==> src/hdl/slpi_regs.vh <==
// register map, field positions and constants of the low-power serial peripheral
`ifndef SLPI_REGS_VH
`define SLPI_REGS_VH
`define SLPI_ADDR_DATA    2'h0
`define SLPI_ADDR_CTRL    2'h1
`define SLPI_ADDR_CSR     2'h2
`define SLPI_CR_IE        7
`define SLPI_CR_PE        6
`define SLPI_CR_DIVEN     5
`define SLPI_CR_MASTER_SELECT_BIT      4
`define SLPI_CR_CLOCK_POLARITY_BIT      3
`define SLPI_CR_CLOCK_PHASE_BIT      2
`define SLPI_CSR_TC       7
`define SLPI_CSR_WRITE_COLLISION_FLAG     6
`define SLPI_CSR_OVR      5
`define SLPI_CSR_MODE_FAULT_FLAG     4
`define SLPI_CSR_SOD      2
`define SLPI_CSR_SSM      1
`define SLPI_CSR_SSI      0
`define SLPI_CR_RESET     8'h00
`define SLPI_CSR_RESET    8'h00
`define SLPI_CSR_WMASK    8'h07
`define SLPI_BITS         4'h8
`define SLPI_HALF_4       7'h01
`define SLPI_HALF_8       7'h03
`define SLPI_HALF_16      7'h07
`define SLPI_HALF_32      7'h0F
`define SLPI_HALF_64      7'h1F
`define SLPI_HALF_128     7'h3F
`endif

==> src/hdl/slpi_core.v <==
// serial peripheral with wait/halt behaviour, interrupt routing and wishbone registers
// Operation
// - wait mode: keeps running, events wake CPU
// - halt mode: inactive, registers frozen except a slave selected at halt entry keeps shifting
// - slave transfer-complete wakes halt; others wait only
// - several bytes while halted sets overrun
// - halt wake needs select low at entry
// - events share one vector, gated by enables
// - interrupt enable gates complete, fault, overrun
// - peripheral enable connects pins, cleared on fault
// - master select drives clock, swaps data pins
// - polarity sets clock idle level
// - phase picks first or second capture edge
// - three rate bits pick master divider
// - divider enable bit cleared by reset
// - complete flag set at end, cleared by sequence
// - data writes ignored while complete until status accessed
// - collision flag on data write during transfer
// - overrun when byte ready while complete set
// - mode fault when select low as master
// - master data write starts byte; reads buffer
// - software select bit drives internal select
`timescale 1ns/1ns
`default_nettype none
`include "slpi_regs.vh"
module slpi_core (
    input  wire       i_core_clk,   // cpu clock, 125 MHz
    input  wire       i_srst,       // synchronous reset, high
    input  wire       i_cpu_halt,   // cpu is in halt mode
    input  wire       i_cpu_wait,   // cpu is in wait mode
    input  wire       i_cpu_imask,  // cpu interrupt mask, 1 masks
    input  wire       i_wb_cyc,     // wishbone cycle
    input  wire       i_wb_stb,     // wishbone strobe
    input  wire       i_wb_we,      // wishbone write
    input  wire [3:0] i_wb_adr,     // wishbone byte address
    input  wire [3:0] i_wb_sel,     // wishbone byte enables
    input  wire [31:0] i_wb_dat,    // wishbone write data
    output reg  [31:0] o_wb_dat,    // wishbone read data
    output reg        o_wb_ack,     // wishbone acknowledge
    output reg        o_wb_err,     // wishbone error, unmapped
    output wire       o_irq,        // shared serial interrupt
    output wire       o_wake_wait,  // wake request out of wait
    output wire       o_wake_halt,  // wake request out of halt
    input  wire       i_sck,        // serial clock pin in
    output reg        o_sck,        // serial clock pin out
    output wire       o_sck_oe_n,   // serial clock drive, low drives
    input  wire       i_mosi,       // mosi pin in
    output wire       o_mosi,       // mosi pin out
    output wire       o_mosi_oe_n,  // mosi drive, low drives
    input  wire       i_miso,       // miso pin in
    output wire       o_miso,       // miso pin out
    output wire       o_miso_oe_n,  // miso drive, low drives
    input  wire       i_ss_n        // slave select pin, low selects
);
    // ****************************************************
    // registers and state
    // ****************************************************
    reg [7:0] ctrl_q;
    reg       tc_q, write_collision_flag_q, ovr_q, mode_fault_flag_q;
    reg [2:0] csr_lo_q;           // sod, ssm, ssi
    reg [7:0] shift_q, rxbuf_q;
    reg [3:0] bitcnt_q;
    reg       busy_q;
    reg       phase_q;            // 0: next edge is leading
    reg [6:0] div_q;
    reg       csr_seen_q;         // status accessed while flag set
    reg       mode_fault_flag_seen_q;
    reg       sck_s_q;
    reg       halt_ss_q;          // select level latched at halt entry
    reg       halt_q;
    reg       halt_rx_q;          // a byte completed during halt
    reg       out_bit_q;

    wire pe    = ctrl_q[`SLPI_CR_PE];
    wire master_select_bit  = ctrl_q[`SLPI_CR_MASTER_SELECT_BIT];
    wire clock_polarity_bit  = ctrl_q[`SLPI_CR_CLOCK_POLARITY_BIT];
    wire clock_phase_bit  = ctrl_q[`SLPI_CR_CLOCK_PHASE_BIT];
    wire select_management_bit   = csr_lo_q[`SLPI_CSR_SSM];
    wire software_select_bit   = csr_lo_q[`SLPI_CSR_SSI];
    wire sod   = csr_lo_q[`SLPI_CSR_SOD];
    wire ss_int = select_management_bit ? software_select_bit : i_ss_n;
    wire [2:0] rate = {ctrl_q[`SLPI_CR_DIVEN], ctrl_q[1:0]};

    // ****************************************************
    // wishbone slave
    // ****************************************************
    wire req     = i_wb_cyc & i_wb_stb & ~o_wb_ack & ~o_wb_err;
    wire a_data  = i_wb_adr[3:2] == `SLPI_ADDR_DATA;
    wire a_ctrl  = i_wb_adr[3:2] == `SLPI_ADDR_CTRL;
    wire a_csr   = i_wb_adr[3:2] == `SLPI_ADDR_CSR;
    wire mapped  = a_data | a_ctrl | a_csr;
    wire wr_b0   = req & i_wb_we & i_wb_sel[0];
    wire data_wr = wr_b0 & a_data;
    wire data_rd = req & ~i_wb_we & a_data;
    wire ctrl_wr = wr_b0 & a_ctrl;
    wire csr_rd  = req & ~i_wb_we & a_csr;
    wire csr_acc = req & a_csr;
    wire [7:0] csr_val = {tc_q, write_collision_flag_q, ovr_q, mode_fault_flag_q, 1'b0, csr_lo_q};

    // ****************************************************
    // master clock divider
    // ****************************************************
    reg [6:0] half;
    always @* begin
        case (rate)
            3'h4:    half = `SLPI_HALF_4;
            3'h0:    half = `SLPI_HALF_8;
            3'h1:    half = `SLPI_HALF_16;
            3'h6:    half = `SLPI_HALF_32;
            3'h2:    half = `SLPI_HALF_64;
            3'h3:    half = `SLPI_HALF_128;
            default: half = `SLPI_HALF_128; // unlisted codes: slowest
        endcase
    end
    wire m_tick = busy_q & master_select_bit & (div_q == half);

    // ****************************************************
    // edge detection; slave edges come from the pin
    // ****************************************************
    wire s_edge = ~master_select_bit & ~ss_int & (sck_s_q != i_sck);
    wire edge_ev = pe & busy_q & (master_select_bit ? m_tick : s_edge);
    // capture on leading edge when phase 0, trailing when phase 1
    wire cap_edge = edge_ev & (phase_q == clock_phase_bit);
    wire sh_edge  = edge_ev & (phase_q != clock_phase_bit);
    wire din = master_select_bit ? i_miso : i_mosi;
    wire [7:0] shift_cap = {shift_q[6:0], din};
    wire last_cap = cap_edge & (bitcnt_q == `SLPI_BITS - 4'h1);
    // byte ends on its last capture edge (phase 0 trails one edge, absorbed)
    wire done = last_cap;

    wire frozen = i_cpu_halt;
    // in halt a selected slave still shifts so the byte can wake the cpu
    wire run_ok = ~frozen | (~master_select_bit & ~halt_ss_q);
    wire tc_ok_clear = csr_seen_q & (data_rd | data_wr);
    wire wr_blocked = tc_q & ~csr_seen_q;
    wire wr_coll = data_wr & busy_q & ~(~master_select_bit & ~bitcnt_q[3] & bitcnt_q == 4'h0 & ~phase_q);
    wire mode_fault_flag_ev = pe & master_select_bit & ~ss_int;
    wire m_start = ~frozen & data_wr & ~wr_coll & ~wr_blocked & pe & master_select_bit;
    localparam [7:0] CSR_RST = `SLPI_CSR_RESET;
    wire [7:0] csr_wr_val = i_wb_dat[7:0] & `SLPI_CSR_WMASK;

    // ****************************************************
    // read data and bus answer
    // ****************************************************
    reg [7:0] rd_byte;
    always @* begin
        case (i_wb_adr[3:2])
            `SLPI_ADDR_DATA: rd_byte = rxbuf_q;
            `SLPI_ADDR_CTRL: rd_byte = ctrl_q;
            `SLPI_ADDR_CSR:  rd_byte = csr_val;
            default:         rd_byte = 8'h00;
        endcase
    end

    // no ack while halted: mapped accesses are frozen, unmapped ones still get an error
    always @(posedge i_core_clk) begin
        if (i_srst) begin
            o_wb_ack <= 1'b0;
            o_wb_err <= 1'b0;
            o_wb_dat <= 32'h0;
        end else begin
            o_wb_ack <= req & mapped & ~frozen;
            o_wb_err <= req & ~mapped;
            if (~frozen & req & mapped) begin
                o_wb_dat <= {24'h000000, (i_wb_we ? 8'h00 : rd_byte)};
            end
        end
    end

    // ****************************************************
    // halt entry tracking
    // ****************************************************
    always @(posedge i_core_clk) begin
        if (i_srst) begin
            halt_q    <= 1'b0;
            halt_ss_q <= 1'b1;
            halt_rx_q <= 1'b0;
        end else begin
            halt_q <= frozen;
            if (frozen & ~halt_q) begin
                halt_ss_q <= ss_int;
                halt_rx_q <= 1'b0;
            end
            // a second byte in halt must raise overrun
            if (busy_q & run_ok & done & frozen) begin
                halt_rx_q <= 1'b1;
            end
        end
    end

    // ****************************************************
    // master divider and clock pin
    // ****************************************************
    always @(posedge i_core_clk) begin
        if (i_srst | m_start) begin
            div_q <= 7'h00;
        end else if (busy_q & master_select_bit & run_ok) begin
            if (m_tick) begin
                div_q <= 7'h00;
            end else begin
                div_q <= div_q + 7'h01;
            end
        end
    end

    // idle level wins whenever no master byte runs
    always @(posedge i_core_clk) begin
        if (i_srst) begin
            o_sck <= 1'b0;
        end else if (~busy_q | ~master_select_bit) begin
            o_sck <= clock_polarity_bit;
        end else if (run_ok & edge_ev) begin
            o_sck <= ~o_sck;
        end
    end

    // pin level tracker; reset loads low, then it follows the pin every cycle
    always @(posedge i_core_clk) begin
        if (i_srst) begin
            sck_s_q <= 1'b0;
        end else begin
            sck_s_q <= i_sck;
        end
    end

    // ****************************************************
    // serial engine and status flags
    // ****************************************************
    always @(posedge i_core_clk) begin
        if (i_srst) begin
            ctrl_q <= `SLPI_CR_RESET;
            {tc_q, write_collision_flag_q, ovr_q, mode_fault_flag_q} <= 4'h0;
            csr_lo_q <= CSR_RST[2:0];
            shift_q <= 8'h00;
            rxbuf_q <= 8'h00;
            bitcnt_q <= 4'h0;
            busy_q <= 1'b0;
            phase_q <= 1'b0;
            csr_seen_q <= 1'b0;
            mode_fault_flag_seen_q <= 1'b0;
            out_bit_q <= 1'b0;
        end else begin
            if (~frozen & req & mapped) begin
                // status access arms the clear sequences
                if (csr_acc & (tc_q | write_collision_flag_q)) csr_seen_q <= 1'b1;
                if (csr_rd & mode_fault_flag_q) mode_fault_flag_seen_q <= 1'b1;
                if (csr_rd) ovr_q <= 1'b0;
                if (tc_ok_clear) begin
                    csr_seen_q <= 1'b0;
                    tc_q <= 1'b0;
                    if (data_rd) write_collision_flag_q <= 1'b0;
                end
                if (wr_b0 & a_csr) csr_lo_q <= csr_wr_val[2:0];
                if (ctrl_wr) begin
                    ctrl_q <= i_wb_dat[7:0];
                    // enable and master stay off while fault stands outside clearing
                    if (mode_fault_flag_q & ~mode_fault_flag_seen_q) begin
                        ctrl_q[`SLPI_CR_PE] <= 1'b0;
                        ctrl_q[`SLPI_CR_MASTER_SELECT_BIT] <= 1'b0;
                    end
                    if (mode_fault_flag_seen_q) begin
                        mode_fault_flag_q <= 1'b0;
                        mode_fault_flag_seen_q <= 1'b0;
                    end
                end
                if (data_wr) begin
                    // a slave that is selected but not yet clocked may still take a byte
                    if (wr_coll)
                        write_collision_flag_q <= 1'b1;
                    else if (~wr_blocked & pe) begin
                        shift_q <= i_wb_dat[7:0];
                        out_bit_q <= i_wb_dat[7];
                        if (master_select_bit) begin
                            busy_q <= 1'b1;
                            bitcnt_q <= 4'h0;
                            phase_q <= 1'b0;
                        end
                    end
                end
            end
            // slave becomes busy when selected and enabled
            if (pe & ~master_select_bit & ~ss_int & ~busy_q & run_ok) begin
                busy_q <= 1'b1;
                bitcnt_q <= 4'h0;
                phase_q <= 1'b0;
                out_bit_q <= shift_q[7];
            end
            if (~master_select_bit & ss_int & ~clock_phase_bit & busy_q & bitcnt_q == 4'h0 & ~phase_q)
                busy_q <= 1'b0;
            if (busy_q & run_ok) begin
                if (edge_ev) begin
                    phase_q <= ~phase_q;
                end
                if (cap_edge) begin
                    shift_q <= shift_cap;
                    bitcnt_q <= bitcnt_q + 4'h1;
                end
                if (sh_edge) out_bit_q <= shift_q[7];
                if (done) begin
                    // while the flag stands the buffer keeps the first byte; later ones are lost
                    if (~tc_q) rxbuf_q <= shift_cap;
                    // a phase-0 slave stays busy so the trailing clock edge is not
                    // taken as the first capture of the next byte
                    busy_q <= ~(master_select_bit | clock_phase_bit);
                    phase_q <= ~(master_select_bit | clock_phase_bit);
                    bitcnt_q <= 4'h0;
                    tc_q <= 1'b1;
                    if (tc_q | (frozen & halt_rx_q)) ovr_q <= 1'b1;
                end
            end
            if (mode_fault_flag_ev & ~frozen) begin
                mode_fault_flag_q <= 1'b1;
                ctrl_q[`SLPI_CR_PE] <= 1'b0;
                ctrl_q[`SLPI_CR_MASTER_SELECT_BIT] <= 1'b0;
                busy_q <= 1'b0;
            end
            if (~pe) busy_q <= 1'b0;
        end
    end

    // ****************************************************
    // pins
    // ****************************************************
    assign o_sck_oe_n  = ~(pe & master_select_bit);
    assign o_mosi      = out_bit_q;
    assign o_miso      = out_bit_q;
    assign o_mosi_oe_n = ~(pe & master_select_bit & ~sod);
    assign o_miso_oe_n = ~(pe & ~master_select_bit & ~sod & ~ss_int);

    // ****************************************************
    // interrupts and wake
    // ****************************************************
    wire ie = ctrl_q[`SLPI_CR_IE];
    wire ev_any = tc_q | mode_fault_flag_q | ovr_q;
    assign o_irq       = ie & ev_any & ~i_cpu_imask;
    assign o_wake_wait = i_cpu_wait & ie & ev_any;
    // only the completion of a selected slave byte leaves halt
    assign o_wake_halt = i_cpu_halt & ie & tc_q & ~master_select_bit & ~halt_ss_q;
endmodule
`default_nettype wire

==> config.mk <==
export PLATFORM = sky130hd
export DESIGN_NAME = slpi_core
export DESIGN_NICKNAME = d
export VERILOG_FILES = /design/src/hdl/slpi_core.v
export VERILOG_INCLUDE_DIRS = /design/src /design/src/hdl
export SDC_FILE = /design/constraint.sdc
export NUM_CORES = 1
export LEC_CHECK = 0
export ABC_AREA = 1
export BUFFER_PORTS_ARGS = -buffer_cell sky130_fd_sc_hd__buf_2
export CAP_MARGIN = 0
export CORE_ASPECT_RATIO = 0.75
export CORE_MARGIN = 3
export CORE_UTILIZATION = 50
export CTS_CLUSTER_DIAMETER = 150
export DETAILED_ROUTE_END_ITERATION = 12
export PLACE_DENSITY = 0.77
export SYNTH_ARGS = -nofsm -noshare
export SYNTH_HDL_FRONTEND = slang
export SYNTH_SLANG_ARGS = --single-unit
==> constraint.sdc <==
create_clock -name i_core_clk -period 3.7 [get_ports i_core_clk]
set_input_delay 0.185 -clock i_core_clk [delete_from_list [all_inputs] [get_ports i_core_clk]]
set_output_delay 0.185 -clock i_core_clk [all_outputs]
set_load 0.005 [all_outputs]
# [After elaboration in Yosys (flattened, before gate mapping)]
# Cells that the tools add are included.
[totals] ff_bits=62 input_bits=52 output_inout_bits=43 word_cells=239
[classes] add_sub_neg=2 eq_ne=11 n_mux=75 bitwise_logic=111 reduce_logical=16
[ops] op="AND 1 bit" count=73
[ops] op="2-to-1 mux 1 bit" count=56
[ops] op="2-to-1 mux 8 bit" count=7
[ops] op="2-to-1 mux 4 bit" count=9
[ops] op="one-hot mux 6 bit (5 select lines)" count=1
[ops] op="NOT 1 bit" count=27
[ops] op="one-hot mux 8 bit (3 select lines)" count=1
[ops] op="nonzero test 2 bit" count=6
[ops] op="OR 1 bit" count=11
[ops] op="adder 7 x 1 -> 7 bit, second input constant" count=1
[ops] op="equality test 7 bit" count=1
[ops] op="2-to-1 mux 7 bit" count=1
[ops] op="equality test 3 bit, second input constant" count=2
[ops] op="AND reduction 2 bit" count=3
[ops] op="AND reduction 3 bit" count=2
[ops] op="adder 4 x 1 -> 4 bit, second input constant" count=1
[ops] op="equality test 4 x 3 -> 1 bit, second input constant" count=1
[ops] op="zero test 4 bit" count=1
[ops] op="equality test 3 x 1 -> 1 bit, second input constant" count=1
[ops] op="equality test 3 x 2 -> 1 bit, second input constant" count=1
[ops] op="zero test 3 bit" count=1
[ops] op="OR reduction 3 bit" count=1
[ops] op="equality test 2 x 1 -> 1 bit, second input constant" count=1
[ops] op="equality test 2 bit, second input constant" count=1
[ops] op="4 further kinds" count=5

# [Logic depth before layout (Yosys ltp)]
# Gate-level depths: netlist (run 1).
[depth] word_depth=15 mapped_depth=13 depth_no_buf=13

# [Worst setup path after synthesis (run 1)]
# Ideal clock, no wire load.
[synth_timing] path_kind="register -> register" startpoint="register bitcnt_q[0]" endpoint="register rxbuf_q[0]" setup_time_ns=0.114 arrival_ns=1.420 t_required_ns=3.586 slack_ns=2.167 path_stages_with_launch=8 path_buffers=1 synth_period_minus_slack_ns=1.533 path_cell_list="dfxtp_1 ha_1 nand3_1 nor2_1 nand4_4 buf_6 o21bai_1 nor2_1"
[synth_between] elab_chain_len=3
[synth_lines] element="start, declared" line="slpi_core.v:62" text="reg [3:0] bitcnt_q;"
[synth_lines] element="start signal, assigned" line="slpi_core.v:296" text="bitcnt_q <= bitcnt_q + 4'h1;"
[synth_lines] element="equality test 4 x 3 -> 1 bit" line="slpi_core.v:127" text="wire last_cap = cap_edge & (bitcnt_q == `SLPI_BITS - 4'h1);"
[synth_lines] element="AND 1 bit" line="slpi_core.v:127"
[synth_lines] element="AND reduction 3 bit (no source line)"
[synth_lines] element="end signal, assigned" line="slpi_core.v:301" text="if (~tc_q) rxbuf_q <= shift_cap;"
[synth_lines] element="end, declared" line="slpi_core.v:61" text="reg [7:0] shift_q, rxbuf_q;"
# No other way between the ends.
# A chain may end at the register's enable or synchronous reset.

# [Final worst setup path (run 1)]
[layout_timing] startpoint="register o_wb_ack" endpoint="register out_bit_q (netlist: o_miso)"
[layout_between] elab_chain_len=14 word_cells_on_any_way=16 cone_classes="6 x mux; 10 x bitwise"
[layout_lines] element="start, declared" line="slpi_core.v:39" text="output reg o_wb_ack,"
[layout_lines] element="start signal, assigned" line="slpi_core.v:162" text="o_wb_ack <= req & mapped & ~frozen;"
[layout_lines] element="NOT 1 bit (*)" line="slpi_core.v:87" text="wire req = i_wb_cyc & i_wb_stb & ~o_wb_ack & ~o_wb_err;"
[layout_lines] element="AND 1 bit (*) (2 in a row)" line="slpi_core.v:87"
[layout_lines] element="AND 1 bit (2 in a row)" line="slpi_core.v:92" text="wire wr_b0 = req & i_wb_we & i_wb_sel[0];"
[layout_lines] element="AND 1 bit" line="slpi_core.v:93" text="wire data_wr = wr_b0 & a_data;"
[layout_lines] element="AND 1 bit (2 in a row)" line="slpi_core.v:136" text="wire wr_coll = data_wr & busy_q & ~(~master_select_bit & ~bitcnt_q[3] & bitcnt_q == 4'h0 & ~phase_q);"
[layout_lines] element="2-to-1 mux 1 bit" line="slpi_core.v:268" text="if (wr_coll)"
[layout_lines] element="2-to-1 mux 1 bit" line="slpi_core.v:266" text="if (data_wr) begin"
[layout_lines] element="2-to-1 mux 1 bit (*)" line="slpi_core.v:243" text="if (~frozen & req & mapped) begin"
[layout_lines] element="2-to-1 mux 1 bit (*)" line="slpi_core.v:282" text="if (pe & ~master_select_bit & ~ss_int & ~busy_q & run_ok) begin"
[layout_lines] element="2-to-1 mux 1 bit" line="slpi_core.v:298" text="if (sh_edge) out_bit_q <= shift_q[7];"
[layout_lines] element="2-to-1 mux 1 bit (*)" line="slpi_core.v:290" text="if (busy_q & run_ok) begin"
[layout_lines] element="end signal, assigned" line="slpi_core.v:272" text="out_bit_q <= i_wb_dat[7];"
[layout_lines] element="end signal, assigned" line="slpi_core.v:286" text="out_bit_q <= shift_q[7];"
[layout_lines] element="end signal, assigned" line="slpi_core.v:298"
[layout_lines] element="end, declared" line="slpi_core.v:72" text="reg out_bit_q;"
# Mark *: on every way between the ends. The rest lies on a longest branch, timed or not.

==> results of run 1 <==
-- critical path: cells and delay by family, from the launching register on --
kind             cells  cell delay [ns]
AND/OR/NAND/NOR     11             1.75
flip-flops           1             0.31
-- layer usage --
metal / share of wire [%] / vias to the layer above
met1: 46 / 1445
li1: - / 1591
met2: 45 / 109
met3: 7.7 / 17
met4: 1.4 / 0
met5: 0 / -
-- area by class of cell --
class,instances,share of cell area (%)
Sequential cell,62,33.45
Inverter,50,5.057
Tap cell,81,2.731
Multi-Input combinational cell,356,47.03
Clock buffer,9,3.338
Timing Repair Buffer,42,5.732
Clock inverter,7,2.664
-- worst max path at each step --
stage,start,to,slack (ns),depth (start not counted)
after floorplan,bitcnt_q[0]$_SDFF_PP0_,rxbuf_q[0]$_SDFFE_PP0P_,2.17,7
after global placement,i_wb_adr[3],o_miso$_SDFF_PP0_,1.58,12
after detailed placement,i_wb_adr[3],o_miso$_SDFF_PP0_,1.55,12
after CTS,o_wb_ack$_SDFF_PP0_,o_miso$_SDFF_PP0_,1.58,11
after global routing,ctrl_q[4]$_SDFFE_PP0P_,bitcnt_q[2]$_SDFF_PP0_,1.31,9
final,o_wb_ack$_SDFF_PP0_,o_miso$_SDFF_PP0_,1.57,11
-- cell families after synthesis --
family | after synthesis
xor+xnor | 9
compound gates | 69
fa+ha+maj | 3
simple gates | 251
flops | 62
buf+inv | 88
other cells | 1
-- cells in the final DEF, fill, tap and decap left out, types with 2 or more instances in the layout --
master and n:
a211oi_1 2, a21oi_1 31, a31oi_1 2, buf_2 41, bufinv_16 2, clkbuf_8 9
clkinv_4 3, conb_1 24, dfxtp_1 62, ha_1 3, inv_1 48, inv_2 2
nand2_1 109, nand2_2 2, nand3_1 32, nand3_2 8, nand3b_1 2, nand4_1 5
nor2_1 77, nor2_2 3, nor3_1 5, nor3b_1 3, o2111ai_1 2, o211ai_1 2
o21ai_0 15, o221ai_1 5, o22ai_1 4, o31ai_1 2, xor2_1 8
-- sequential cells by signal, summed over array words and instances, names as in the netlist, 3 cells and up --
signal / count
ctrl_q: 8
div_q: 7
shift_q: 8
rxbuf_q: 8
csr_lo_q: 3
o_wb_dat: 8
bitcnt_q: 4
-- synth_stat cells, types with 2 or more instances --
cell       instances  area share [%]
nor3_1             5            0.74
buf_6              3             1.0
a211oi_1           2            0.44
o31ai_1            2            0.44
clkbuf_8           2            0.82
inv_1             48             5.3
ha_1               3             1.1
xor2_1             8             2.1
nand3_2            8             2.4
o22ai_1            4            0.74
nand3_1           32             4.7
nor2_1            77             8.6
nand3b_1           2            0.44
buf_4             26             5.8
nor3b_1            3            0.67
buf_2              2            0.30
o211ai_1           2            0.44
o21ai_0           15             2.2
inv_2              2            0.22
nand2_1          109              12
clkbuf_1           4            0.44
nand4_1            5            0.93
nand2_2            2            0.37
nor2_2             3            0.56
a21oi_1           31             4.6
dfxtp_1           62              37
a31oi_1            2            0.37
o2111ai_1          2            0.52
o221ai_1           5             1.3
-- power breakdown --
group / total (W) / switching, W / internal [W]
Sequential: 0.000674 / 0.00000268 / 0.000671
Combinational: 0.0000720 / 0.0000527 / 0.0000193
Clock: 0.000668 / 0.000287 / 0.000381
-- through the flow --
stage / cell area, µm² / hold WS, ns / total power (W) / util, % / setup WS (ns)
global route: 3711 / 0.05651 / 0.001464 / 57.87 / 1.309
detailed placement: 3488 / 0.4285 / 0.0007591 / 54.40 / 1.546
CTS: 3711 / 0.06306 / 0.001418 / 57.87 / 1.581
global placement: 3488 / 0.4211 / 0.0007582 / 54.40 / 1.584
floorplan: 3460 / 0.2695 / 0.0007513 / - / 2.167
finish: 3711 / 0.06853 / 0.001414 / 57.87 / 1.569
==> impl_metrics.toml, run 1 <==
[timing]
tightest_slew_ns = 1.019
slew_headroom_pct = 31.98
max_freq_mhz = 469.4
rsz0062_at_grt = "false"
finalClockSkew_ns = 0.009024
maxSlewViolCount = 0
period_needed_ns = 2.131
hold_viol_final = 0
finalSetupTns_ns = 0
setup_viol = 0
period_share_pct = 57.58

[clocking]
cts_buffers = 9
cts_tree = "done"
htreeDepth = 3
cts_resized = 0
cts_buffer_depth = 2
clk_latency_ns = 0.35
root_buffer = "clkbuf_8"
cts.sinks = 62
clk_pin_slew_worst_paths_ns = 0.07
postCtsSetupBuffers = 0
hold_buffers = 0

[grt]
overflow = 0
antenna_found_initial = 0
grt_pass1_vias = 2938
grt_most_used_layer = "met2"
met1_usage_pct = 28.67
track_usage_pct = 21.56
grt.met3_usage_pct = 5.909
grt.met2_usage_pct = 34.36
grt_pass1_wl_um = 13460
grt_max_degree = 35

[logic_synthesis]
synthArstFlopShare_pct = 0
synth_compound_area_share_pct = 11.94
yosysSeqAreaShare_pct = 36.80
syn_area_mm2 = 0.003373
synthAdderAreaFrac_pct = 1.113
synth-seq-cells = 62
synth-xor-area-share_pct = 2.337
synth-warning-count = 0
synthMuxAreaShare_pct = 0
yosysUniqueCellTypes = 41
synthSimpleGateAreaFrac_pct = 33.68
ys_dominant_reg_cell = "dfxtp_1"
synth-edff-count = 0
post_synth_inst_count = 483
syn_avg_cell_area_um2 = 6.984
synth_top_family_by_area = "simple AND/OR/NAND/NOR gates"

[detailed_routing]
drt_iter0_markers = 209
wl_per_cell_um = 13.24
vias = 3162
postRouteWirelength_um = 8035
ant_nets = 0
drcViolationCount = 0
vias_per_cell = 5.209
firstDrtPassIters = 5

[critical_path]
r2r-start = "o_wb_ack$_SDFF_PP0_"
cp_slowest_cell = "nand3_1"
r2r_cells = 11
crit_path_cell_trace = "nor2_1 > nand3_1 > nor2_1 > nand3_1 > nand2_1 > nand2_1 > nand2_1 > nand2_1 > nand3_1 > nand2_1 > nor2_1"
startpoint_type = "flip-flop"
timing.rr.end = "o_miso$_SDFF_PP0_"
crit_path_max_incr_delay_ns = 0.40
path_max_fanout = 11
required_ns = 3.99
ff2ff_setup_slack_ns = 1.57
end_kind = "flip-flop"
crit_path_frequent_cell = "nand2_1"
arrival_ns = 2.42
critPathKind = "flip-flop to flip-flop"

[floorplanning]
die_w_um = 100.8
io_pins = 95
rows = 25
die-area_mm2 = 0.007778
initial_core_util_pct = 52.60
coreArea_mm2 = 0.006412
die_y_um = 77.13

[finish]
fillerInstances = 612
syn_to_final_growth_pct = 10.01
nets = 576
drive_gt1_share_pct = 14.64
fin_cells = 607
n_antenna_cell = 0
seq_area_mm2 = 0.001241
multi_input_area_mm2 = 0.001745

[power_and_ir_drop]
ir_drop_mv = 0.2295
cellLeakagePower_nw = 1.740
powerDensity_mw_per_mm2 = 381.0

[place]
portBuffers = 41
hpwl_um = 6024
gp_routability_congestion = 0.9146
dp.cells = 591

[hold_path]
hold_path.class = "input port to flip-flop"
worstHoldEndpoint = "sck_s_q$_SDFF_PP0_"
hold_depth = 3
hp-start = "i_sck"

[run_status]
outcome = "finished clean"

[run]
maxCapViolCount = 0
No activity file was read; power rests on OpenSTA's default activity.
==> inputs of run 2 (changes only) <==
CORE_UTILIZATION = 47   (was 50)
PLACE_DENSITY = 0.76   (was 0.77)
clock period = 1.8 ns   (was 3.7 ns; I/O delays follow)
==> run 2 against run 1 <==
Against the previous run:
- clock power up 110%
- combinational power is 130% higher
- count of clock-buffer cells in the layout is the same
- die area rose by 5.9%
- wire length up 5.7%
- largest cell class unchanged
- first-iteration DRC count up 29%
- final cell count rose by 6.9%
- critical path type unchanged
- design area up 8.4%
==> impl_metrics.toml, run 2 (same netlist as run 1, synthesis figures left out) <==
[floorplanning]
io_pins = 95
die_w_um = 103.8
die_y_um = 79.37
die-area_mm2 = 0.008240
initial_core_util_pct = 48.91
rows = 26
coreArea_mm2 = 0.006897

[critical_path]
arrival_ns = 1.95
required_ns = 2.05
critPathKind = "flip-flop to flip-flop"
end_kind = "flip-flop"
path_max_fanout = 8
startpoint_type = "flip-flop"

[run]
maxCapViolCount = 0

[timing]
finalSetupTns_ns = 0
rsz0062_at_grt = "true"
timing.final.ws_setup_ns = 0.1022
hold_viol_final = 0
maxSlewViolCount = 0
period_share_pct = 94.32
finalClockSkew_ns = 0.01448
max_freq_mhz = 589.0
period_needed_ns = 1.698
setup_viol = 0

[clocking]
htreeDepth = 3
cts_buffers = 9
clk_pin_slew_worst_paths_ns = 0.07
cts_tree = "done"
clk_latency_ns = 0.36
cts_buffer_depth = 2
root_buffer = "clkbuf_8"
cts.sinks = 62

[detailed_routing]
vias_per_cell = 5.074
postRouteWirelength_um = 8495
drcViolationCount = 0
wl_per_cell_um = 13.09
vias = 3293
drt_iter0_markers = 269
firstDrtPassIters = 6
ant_nets = 0

[grt]
antenna_found_initial = 0
track_usage_pct = 20.96
grt_pass1_vias = 2971
grt_max_degree = 25
overflow = 0
grt_pass1_wl_um = 13900

[power_and_ir_drop]
pwr-share-comb_pct = 5.7
p_sw_w = 0.0007421
swShare_pct = 24.98
p_seq_share_pct = 46.5
ir_drop_mv = 0.4768
cellLeakagePower_nw = 1.893
p_int_w = 0.002228
powerDensity_mw_per_mm2 = 738.6
p_clk_share_pct = 47.8

[place]
hpwl_um = 6219
portBuffers = 41
post-place-ws_ns = 0.02722
gp_routability_congestion = 0.8411

[finish]
mostFrequentLayoutCell = "nand2_1"
fillerInstances = 663
drive_gt1_share_pct = 20.87
nets = 601
syn_to_final_growth_pct = 19.21
n_antenna_cell = 0
most-common-layout-cells = "nand2_1, nor2_1, dfxtp_1, inv_1, buf_2"

[run_status]
outcome = "finished clean"

[hold_path]
hold_path.class = "input port to flip-flop"
-- run 2: cell count changes in the layout (fill, tap and decap cells not counted), sizes merged --
| cell | previous run | this run |
|---|---|---|
| clkinv | 4 | 2 |
| buf | 42 | 66 |
| dlygate4sd3 | 0 | 1 |
| inv | 50 | 53 |
| clkinvlp | 1 | 0 |
-- run 2: final cells by class --
cell class                 instances  area, µm²  area share, %
tap                               98      122.6          3.049
inverter                          50      187.7          4.667
clock inverter                     7      103.9          2.582
multi-input combinational        356       1788          44.46
clock buffer                       9      123.9          3.080
timing repair buffer              67      444.2          11.05
sequential                        62       1251          31.11
-- run 2: timing repair --
action / 4_1_cts / 5_1_grt
endpoints found under the setup margin: 1 / 23
pin swaps: 0 / 3
resized for setup: 1 / 17
hold buffers: 1 / 0
setup buffers: 0 / 3
hold endpoints to repair: 1 / 0
-- run 2: power groups by stage --
stage,logic (W),clock network (W),registers [W]
after global placement,0.000156,0,0.00142
after CTS,0.000161,0.00145,0.00138
after detailed placement,0.000158,0,0.00142
after global routing,0.000186,0.00150,0.00138
final,0.000168,0.00142,0.00138
after floorplan,0.000129,0,0.00142
-- run 2: critical path, cell delays in order, from the launching register on --
cell and delay, ns:
dfxtp_2 0.38, inv_1 0.05, ha_1 0.19, nand3_1 0.16
nand3_2 0.17, buf_4 0.21, nand3_1 0.11, nand2_1 0.07
nand2_1 0.07, nand3_1 0.08, nand2_1 0.07, nor2_1 0.04
-- run 2: final timing paths --
path	startpoint	end	slack, ns	depth (start not counted)
worst min-delay path	i_wb_adr[2]	o_wb_err$_SDFF_PP0_	0.02	3
worst max register to register	bitcnt_q[0]$_SDFF_PP0_	o_miso$_SDFF_PP0_	0.10	11
worst max-delay path	bitcnt_q[0]$_SDFF_PP0_	o_miso$_SDFF_PP0_	0.10	11
worst min register to register	o_wb_dat[6]$_SDFFE_PP0P_	o_wb_dat[6]$_SDFFE_PP0P_	0.46	2
-- run 2: layer usage --
layer | vias up | wire length (µm) | GRT usage [%]
li1 | 1642 | - | -
met1 | 1463 | 3791 | 27.43
met2 | 166 | 3837 | 34.05
met3 | 22 | 695 | 4.630
met4 | 0 | 171 | 8.101
met5 | - | 0 | 0
-- run 2: through the flow --
step / hold slack, ns / instances / instance area (µm²) / utilization [%] / total power, W
finish: 0.02421 / 649 / 4021 / 58.31 / 0.002970
global route: 0.05312 / 649 / 4021 / 58.31 / 0.003073
floorplan: 0.1745 / 506 / 3460 / - / 0.001544
CTS: 0.008411 / 646 / 3948 / 57.24 / 0.002995
detailed placement: 0.3307 / 629 / 3705 / 53.72 / 0.001574
global placement: 0.3272 / 629 / 3705 / 53.72 / 0.001572
